### src/rtl/vector_gate_pkg.sv
`default_nettype none
package vector_gate_pkg;

  // ****************************************************************
  // register offsets
  // ****************************************************************
  localparam logic [7:0] feature_ctrl_offset = 8'h00;
  localparam logic [7:0] extended_control_register_zero_offset = 8'h04;
  localparam logic [7:0] id_ecx_offset = 8'h08;
  localparam logic [7:0] request_offset = 8'h0c;
  localparam logic [7:0] result_offset = 8'h10;
  localparam logic [7:0] fault_count_offset = 8'h14;

  // ****************************************************************
  // field positions
  // ****************************************************************
  localparam int feat_base_pos = 0;
  localparam int feat_gen2_pos = 1;
  localparam int feat_fma_pos = 2;
  localparam int feat_os_save_pos = 3;
  localparam int id_fma_pos = 12;
  localparam int id_os_save_pos = 27;
  localparam int id_base_pos = 28;
  localparam int xcr_narrow_state_pos = 1;
  localparam int xcr_wide_state_pos = 2;
  localparam int req_map_pos = 8;
  localparam int req_wide_pos = 10;
  localparam int req_w_pos = 11;
  localparam int res_accept_pos = 0;
  localparam int res_fault_pos = 1;
  localparam int res_cross_pos = 2;
  localparam int res_in_lane_pos = 3;
  localparam int res_elem64_pos = 4;
  localparam int res_class_pos = 8;
  localparam int res_busy_pos = 31;

  // ****************************************************************
  // reset values
  // ****************************************************************
  localparam logic [3:0] feature_reset = 4'hf;
  localparam logic [7:0] xcr_reset = 8'h07;
  localparam logic [11:0] request_reset = 12'h000;

  // ****************************************************************
  // opcode maps and classes
  // ****************************************************************
  localparam logic [1:0] map_0f = 2'h0;
  localparam logic [1:0] map_0f38 = 2'h1;
  localparam logic [1:0] map_0f3a = 2'h2;

  typedef enum logic [3:0] {
    cls_none = 4'h0,
    cls_scalar = 4'h1,
    cls_word = 4'h2,
    cls_move = 4'h3,
    cls_int = 4'h4,
    cls_extend = 4'h5,
    cls_gather = 4'h6,
    cls_varshift = 4'h7,
    cls_cross_new = 4'h8,
    cls_fma = 4'h9
  } form_class_t;

  typedef enum logic [1:0] {
    st_idle = 2'b00,
    st_eval = 2'b01,
    st_report = 2'b11
  } gate_state_t;

  // ****************************************************************
  // carriers
  // ****************************************************************
  typedef struct packed {
    logic accept;
    logic fault;
    logic cross_lane;
    logic in_lane;
    logic elem64;
    form_class_t cls;
  } verdict_t;

  typedef struct packed {
    gate_state_t fsm;
    logic wr_pend;
    logic [7:0] wr_addr;
    logic [3:0] features;
    logic [7:0] xcr;
    logic [11:0] request;
    verdict_t verdict;
    logic [15:0] fault_count;
    logic [31:0] hrdata;
  } gate_regs_t;

endpackage
`default_nettype wire

### src/rtl/vector_feature_encoding_gate.sv
// Decided for this implementation: the register offsets and register access over AHB-Lite.
`timescale 1ns/1ns
`default_nettype none
module vector_feature_encoding_gate
  import vector_gate_pkg::*;
(
  // clock and reset
  input wire logic hclk,
  input wire logic hresetn,
  // ahb-lite slave
  input wire logic hsel,
  input wire logic [31:0] haddr,
  input wire logic [1:0] htrans,
  input wire logic hwrite,
  input wire logic [2:0] hsize,
  input wire logic [31:0] hwdata,
  input wire logic hready,
  output logic [31:0] hrdata,
  output logic hreadyout,
  output logic hresp,
  // decode verdict
  output logic decode_accept,
  output logic invalid_opcode,
  output logic cross_lane
);

  // ****************************************************************
  // opcode classification
  // ****************************************************************
  function automatic form_class_t class_of_0f(input logic [7:0] op);
    form_class_t c;
    case (op) inside
      8'h6e, 8'h7e, 8'hd6: begin
        c = cls_scalar;
      end
      8'hc4, 8'hc5: begin
        c = cls_word;
      end
      8'h6f, 8'h7f, 8'he7, 8'hf0: begin
        c = cls_move;
      end
      [8'h60:8'h6d], [8'h70:8'h76]: begin
        c = cls_int;
      end
      [8'hd1:8'hdf], [8'he0:8'hef], [8'hf1:8'hfe]: begin
        c = cls_int;
      end
      default: begin
        c = cls_none;
      end
    endcase
    return c;
  endfunction

  function automatic form_class_t class_of_0f38(input logic [7:0] op);
    form_class_t c;
    case (op) inside
      [8'h00:8'h0b], [8'h1c:8'h1e]: begin
        c = cls_int;
      end
      [8'h20:8'h25], [8'h30:8'h35]: begin
        c = cls_extend;
      end
      8'h16, 8'h36, [8'h58:8'h5a]: begin
        c = cls_cross_new;
      end
      [8'h45:8'h47]: begin
        c = cls_varshift;
      end
      [8'h90:8'h93]: begin
        c = cls_gather;
      end
      [8'h96:8'hbf]: begin
        c = cls_fma;
      end
      default: begin
        c = cls_none;
      end
    endcase
    return c;
  endfunction

  function automatic form_class_t class_of(input logic [1:0] map, input logic [7:0] op);
    form_class_t c;
    c = cls_none;
    if (map == map_0f) begin
      c = class_of_0f(op);
    end else if (map == map_0f38) begin
      c = class_of_0f38(op);
    end
    return c;
  endfunction

  // ****************************************************************
  // feature gating helpers
  // ****************************************************************
  function automatic logic os_state_ok(input logic [3:0] feat, input logic [7:0] xcr);
    logic ok;
    ok = feat[feat_os_save_pos];
    ok = ok && xcr[xcr_narrow_state_pos] && xcr[xcr_wide_state_pos];
    return ok;
  endfunction

  function automatic logic width_gate(input logic wide, input logic base, input logic gen2);
    logic ok;
    ok = wide ? gen2 : base;
    return ok;
  endfunction

  // ****************************************************************
  // gating verdict
  // ****************************************************************
  function automatic verdict_t judge(input logic [11:0] req, input logic [3:0] feat,
                                     input logic [7:0] xcr);
    verdict_t v;
    logic wide;
    logic base;
    logic gen2;
    logic os_ok;
    logic ok;
    wide = req[req_wide_pos];
    base = feat[feat_base_pos];
    gen2 = feat[feat_gen2_pos];
    os_ok = os_state_ok(feat, xcr);
    v.cls = class_of(req[req_map_pos +: 2], req[7:0]);
    v.cross_lane = 1'b0;
    v.in_lane = 1'b0;
    v.elem64 = 1'b0;
    case (v.cls)
      cls_scalar, cls_word: begin
        ok = base && !wide;
      end
      cls_move: begin
        ok = base;
      end
      cls_int: begin
        ok = width_gate(wide, base, gen2);
        v.in_lane = wide;
      end
      cls_extend: begin
        ok = width_gate(wide, base, gen2);
        v.cross_lane = wide;
      end
      cls_cross_new: begin
        ok = gen2;
        v.cross_lane = wide;
      end
      cls_gather, cls_varshift: begin
        ok = gen2;
        v.elem64 = req[req_w_pos];
        v.in_lane = wide && (v.cls == cls_varshift);
      end
      cls_fma: begin
        ok = base && feat[feat_fma_pos];
      end
      default: begin
        ok = 1'b0;
      end
    endcase
    v.accept = ok && os_ok;
    v.fault = !v.accept;
    return v;
  endfunction

  // ****************************************************************
  // state
  // ****************************************************************
  gate_regs_t r;
  gate_regs_t next_r;
  logic addr_phase;
  logic [31:0] id_ecx;
  logic [31:0] result_word;

  // ****************************************************************
  // identification result
  // ****************************************************************
  always_comb begin
    id_ecx = 32'h0000_0000;
    id_ecx[id_fma_pos] = r.features[feat_fma_pos];
    id_ecx[id_os_save_pos] = r.features[feat_os_save_pos];
    id_ecx[id_base_pos] = r.features[feat_base_pos];
  end

  // ****************************************************************
  // result word
  // ****************************************************************
  always_comb begin
    result_word = 32'h0000_0000;
    result_word[res_accept_pos] = r.verdict.accept;
    result_word[res_fault_pos] = r.verdict.fault;
    result_word[res_cross_pos] = r.verdict.cross_lane;
    result_word[res_in_lane_pos] = r.verdict.in_lane;
    result_word[res_elem64_pos] = r.verdict.elem64;
    result_word[res_class_pos +: 4] = r.verdict.cls;
    result_word[res_busy_pos] = (r.fsm != st_idle);
  end

  // ****************************************************************
  // bus address phase
  // ****************************************************************
  assign addr_phase = hsel && htrans[1] && hready;

  always_comb begin
    next_r = r;
    next_r.wr_pend = 1'b0;
    // ****************************************************************
    // bus address phase and read data
    // ****************************************************************
    if (addr_phase) begin
      next_r.wr_pend = hwrite;
      next_r.wr_addr = haddr[7:0];
      next_r.hrdata = 32'h0000_0000;
      if (!hwrite) begin
        case (haddr[7:0])
          feature_ctrl_offset: begin
            next_r.hrdata = {28'h0000000, r.features};
          end
          extended_control_register_zero_offset: begin
            next_r.hrdata = {24'h000000, r.xcr};
          end
          id_ecx_offset: begin
            next_r.hrdata = id_ecx;
          end
          request_offset: begin
            next_r.hrdata = {20'h00000, r.request};
          end
          result_offset: begin
            next_r.hrdata = result_word;
          end
          fault_count_offset: begin
            next_r.hrdata = {16'h0000, r.fault_count};
          end
          default: begin
            next_r.hrdata = 32'h0000_0000;
          end
        endcase
      end
    end
    // ****************************************************************
    // decode sequence
    // ****************************************************************
    case (r.fsm)
      st_idle: begin
        next_r.fsm = st_idle;
      end
      st_eval: begin
        next_r.verdict = judge(r.request, r.features, r.xcr);
        next_r.fsm = st_report;
      end
      st_report: begin
        if (r.verdict.fault) begin
          next_r.fault_count = r.fault_count + 16'h0001;
        end
        next_r.fsm = st_idle;
      end
      default: begin
        next_r.fsm = st_idle;
      end
    endcase
    // ****************************************************************
    // bus data phase writes
    // ****************************************************************
    if (r.wr_pend) begin
      case (r.wr_addr)
        feature_ctrl_offset: begin
          next_r.features = hwdata[3:0];
        end
        extended_control_register_zero_offset: begin
          next_r.xcr = hwdata[7:0];
        end
        request_offset: begin
          if (r.fsm == st_idle) begin
            next_r.request = hwdata[11:0];
            next_r.fsm = st_eval;
          end
        end
        fault_count_offset: begin
          if (r.fsm == st_report && r.verdict.fault) begin
            next_r.fault_count = 16'h0001;
          end else begin
            next_r.fault_count = 16'h0000;
          end
        end
        default: begin
          next_r.wr_addr = r.wr_addr;
        end
      endcase
    end
  end

  always_ff @(posedge hclk or negedge hresetn) begin
    if (!hresetn) begin
      r.fsm <= st_idle;
      r.wr_pend <= 1'b0;
      r.wr_addr <= 8'h00;
      r.features <= feature_reset;
      r.xcr <= xcr_reset;
      r.request <= request_reset;
      r.verdict <= '0;
      r.fault_count <= 16'h0000;
      r.hrdata <= 32'h0000_0000;
    end else begin
      r <= next_r;
    end
  end

  // ****************************************************************
  // outputs
  // ****************************************************************
  logic hreadyout_q;

  always_ff @(posedge hclk or negedge hresetn) begin
    if (!hresetn) begin
      hreadyout_q <= 1'b1;
    end else begin
      hreadyout_q <= 1'b1;
    end
  end

  assign hrdata = r.hrdata;
  assign hreadyout = hreadyout_q;
  assign hresp = 1'b0;
  assign decode_accept = r.verdict.accept;
  assign invalid_opcode = r.verdict.fault;
  assign cross_lane = r.verdict.cross_lane;

endmodule
`default_nettype wire

### config.mk
export PLATFORM = sky130hd
export DESIGN_NAME = vector_feature_encoding_gate
export DESIGN_NICKNAME = d
export VERILOG_FILES = /design/src/rtl/vector_gate_pkg.sv /design/src/rtl/vector_feature_encoding_gate.sv
export SDC_FILE = /design/constraint.sdc
export NUM_CORES = 1
export LEC_CHECK = 0
export ABC_AREA = 1
export BUFFER_PORTS_ARGS = -buffer_cell sky130_fd_sc_hd__buf_2
export CORE_MARGIN = 2
export CORE_UTILIZATION = 28
export CTS_CLUSTER_SIZE = 30
export DETAILED_ROUTE_END_ITERATION = 6
export HOLD_SLACK_MARGIN = 0.15
export SYNTH_ARGS = -nofsm -noshare
export SYNTH_HDL_FRONTEND = slang
export SYNTH_SLANG_ARGS = --single-unit
### constraint.sdc
create_clock -name hclk -period 2 [get_ports hclk]
set_clock_uncertainty 0.05 [all_clocks]
set_input_delay 0.3 -clock hclk [delete_from_list [all_inputs] [get_ports hclk]]
set_output_delay 0.3 -clock hclk [all_outputs]
set_load 0.02 [all_outputs]
==> metrics.yaml <==
drv_cap: 0
antenna_found_initial: 0
crit_path_max_fanout: 6
detailedRoute.firstIterationViolations: 243
power-per-cell-area_mw_per_mm2: 772.9
clock_tree.buffer_depth: 2
hold_path.class: "in2reg"
fill_cells: 1695
synth_top_cell_area_share_pct: 40.53
ys_ff_latch: 79
synth_simple_gate_area_share_pct: 25.72
n_antenna_cell: 0
postSynthAreaPerCell_um2: 7.910
finalCoreUtilization_pct: 34.25
setup-violations-final: 0
via_per_inst: 4.449
synth.lib_cells_used.distinct: 45
synth.area.top_cells: "dfrtp_1 (41%), nand2_1 (11%), o21ai_0 (6.0%)"
compound_gate_fraction_of_synth_area_pct: 13.14
postSynthCellCount: 562
synthesis.area_mm2: 0.004446
crit_chain: "clkbuf_2, nor2_1, nand4_1, nand2_1, nand2_1, nand3b_2, nand2_1, nand2_1, nand3_2, nand2_1, nand2_1, nand2_1"
static-leakage-power_nw: 2.741
die_span_x_um: 130.0
worst_path_most_repeated_cell: "nand2_1"
required_ns: 2.20
clock-sinks: 79
final_layout_size_suffix_gt1_share_pct: 25.00
grt_max_degree: 80
finish.instance_area_mm2: 0.005381
fmax_mhz: 530.7
synth-edff-count: 0
seq_area_frac_synth_pct: 44.67
worstSetupStartpointType: "register"
power.net_switching_mw: 1.191
cts_made_buffers: 9
vias: 3755
power.ir.vdd_worst_mv: 0.4120
crit_type: "reg2reg"
area_growth_from_synthesis_to_final_layout_pct: 21.05
tritoncts_clock_tree: "built"
routability_congestion_estimate: 0.9267
adder_cell_share_of_the_synthesized_area_pct: 0.2815
ys_async_sr_fraction_pct: 100.0
path_clk_slew_ns: 0.06
flip_flop_cell_with_the_highest_count_after_synthesis: "dfrtp_1"
grt-ovfl-total: 0
power_report.internal_total_mw: 2.969
critPathSlowestCell: "dfrtp_2"
finalWirelength_um: 11400
die_area_mm2: 0.01690
global_route.usage.total_pct: 14.31
final_min_period_over_clock_period_pct: 94.22
clock_network_latency_to_the_later_pin_of_the_worst_skew_pair_ns: 0.35
final_hold_viol_count: 0
power_switching_share_pct: 28.63
rows: 46
core_area_mm2: 0.01571
critical_path.endpoint_type: "register"
final_cell_mix: "nand2_1 (132), inv_1 (66), dfrtp_1 (65)"
fin_crit_ns: 1.884
synth_area_leader_cell: "dfrtp_1"
start_util_pct: 28.29
design.final.nets: 698
power_mw: 4.159
htree_num_levels: 3
first_global_vias: 3588
ioPinCount: 111
drt_drc_violations_left: 0
drt-wirelength-per-cell_um: 13.51
ys_warn_count: 0
synth-xor-area-share_pct: 1.576
synth.mux.area_fraction_pct: 1.013
worstPathArrival_ns: 2.08
cts_root_buffer_type: "clkbuf_16"
postRouteAntennaNets: 0
buffer_ports.inserted: 47
power.clock.fraction_pct: 40.6
timing_max_transition_violations_final: 0
first_pass_grt_wire_length_um: 18300
postLayoutSetupSlackWorst_ns: 0.1157
placement.cell_area_mm2: 0.004873
place.detailed.hpwl_um: 8479
final_common_cell: "nand2_1"
drt_pass1_iterations: 4
status: "complete, no violations"
dpl_worst_slack_ns: 0.07574
seq_power_share_pct: 45.2
power_frac_comb_pct: 14.2
die_h_um: 130.0
slowest_delay_ns: 0.48
main_combinational_cell_family_by_area_after_synthesis: "simple AND/OR/NAND/NOR gates"
unrepaired_setup_endpoints_after_global_routing: "yes"
==> critical path: cells and delay by family, from the launching register on <==
| family | cells | cell delay, ns |
|---|---|---|
| buffers and inverters | 1 | 0.17 |
| AND/OR/NAND/NOR | 11 | 1.09 |
| flip-flops | 1 | 0.48 |
==> flip-flops by register name (all words and copies together) (netlist names) <==
register / flops
invalid_opcode: 1
id_ecx: 3
cross_lane: 1
r: 54
decode_accept: 1
hrdata: 19
==> metal layers <==
metal | global-route usage (%) | share of wire, %
met1 | 19.29 | 48
met2 | 22.36 | 45
met3 | 2.747 | 4.5
met4 | 6.388 | 2.1
met5 | 0 | 0
==> what timing repair did <==
item / 4_1_cts / 5_1_grt
resized for setup: 0 / 21
hold buffers: 9 / 0
endpoints found under the setup margin: 0 / 18
endpoints found under the hold margin: 80 / 0
buffers inserted: 0 / 4
==> final timing paths <==
kind	startpoint	end	slack (ns)	depth (start not counted)
setup / recovery	r[64]	invalid_opcode	0.12	12
hold / removal	haddr[5]	r[86]	0.17	3
setup reg to reg	r[64]	invalid_opcode	0.12	12
hold reg to reg	hrdata[8]	hrdata[8]	0.43	2
max in group asynchronous	hresetn	id_ecx[28]	1.06	3
min in group asynchronous	hresetn	hrdata[10]	0.46	3
==> power groups by stage <==
| stage | clock network [mW] | registers (mW) | logic, mW |
|---|---|---|---|
| after CTS | 1.74 | 1.88 | 0.575 |
| after global placement | 0 | 1.90 | 0.552 |
| final | 1.69 | 1.88 | 0.589 |
| after global routing | 1.80 | 1.90 | 0.687 |
| after floorplan | 0 | 1.87 | 0.390 |
| after detailed placement | 0 | 1.90 | 0.560 |
==> synthesized netlist by cell type (2+ instances only) <==
cell and number:
nand3_1 23, a32o_1 3, buf_2 3, xnor2_1 2, buf_4 35, nand4_2 2, inv_1 66, nand4_1 8
a21oi_1 8, xor2_1 6, o21ai_0 53, nand2_2 9, nor4_1 3, a211oi_1 3, a221oi_1 6, nand2_1 133
a31oi_1 2, nor2_1 39, clkbuf_1 6, conb_1 2, nor2_2 12, nand3_2 3, nor3_1 5, inv_2 9
nor2_4 4, mux2_2 4, o22ai_1 7, dfstp_2 7, dfrtp_1 72, o21ai_1 12
==> cells by family (layout without fill, tap and decap cells) <==
logic type	Yosys count	in the layout
XOR/XNOR	8	8
buffers and inverters	121	173
multiplexers	4	4
adder cells (fa/ha/maj)	1	1
flip-flops	79	79
other	2	15
AND/OR/NAND/NOR	246	246
AO/OA/AOI/OAI	101	102
==> cell type report <==
class | instances | area, um^2 | area share [%]
clock buffers | 10 | 239.0 | 4.441
inverters | 76 | 290.3 | 5.394
clock inverters | 6 | 68.82 | 1.279
flip-flops and latches | 79 | 1994 | 37.06
well taps | 216 | 270.3 | 5.022
repair buffers | 81 | 538.0 | 9.998
multi-input cells | 376 | 1981 | 36.81
==> stage by stage <==
stage               hold WS (ns)  cells   TNS, ns
floorplan               -0.04559    575         0
global placement          0.3130    814         0
detailed placement        0.3206    814         0
CTS                       0.1551    839         0
global route              0.1828    844  -0.07528
finish                    0.1712    844         0
(Power assumes the default switching activity.)
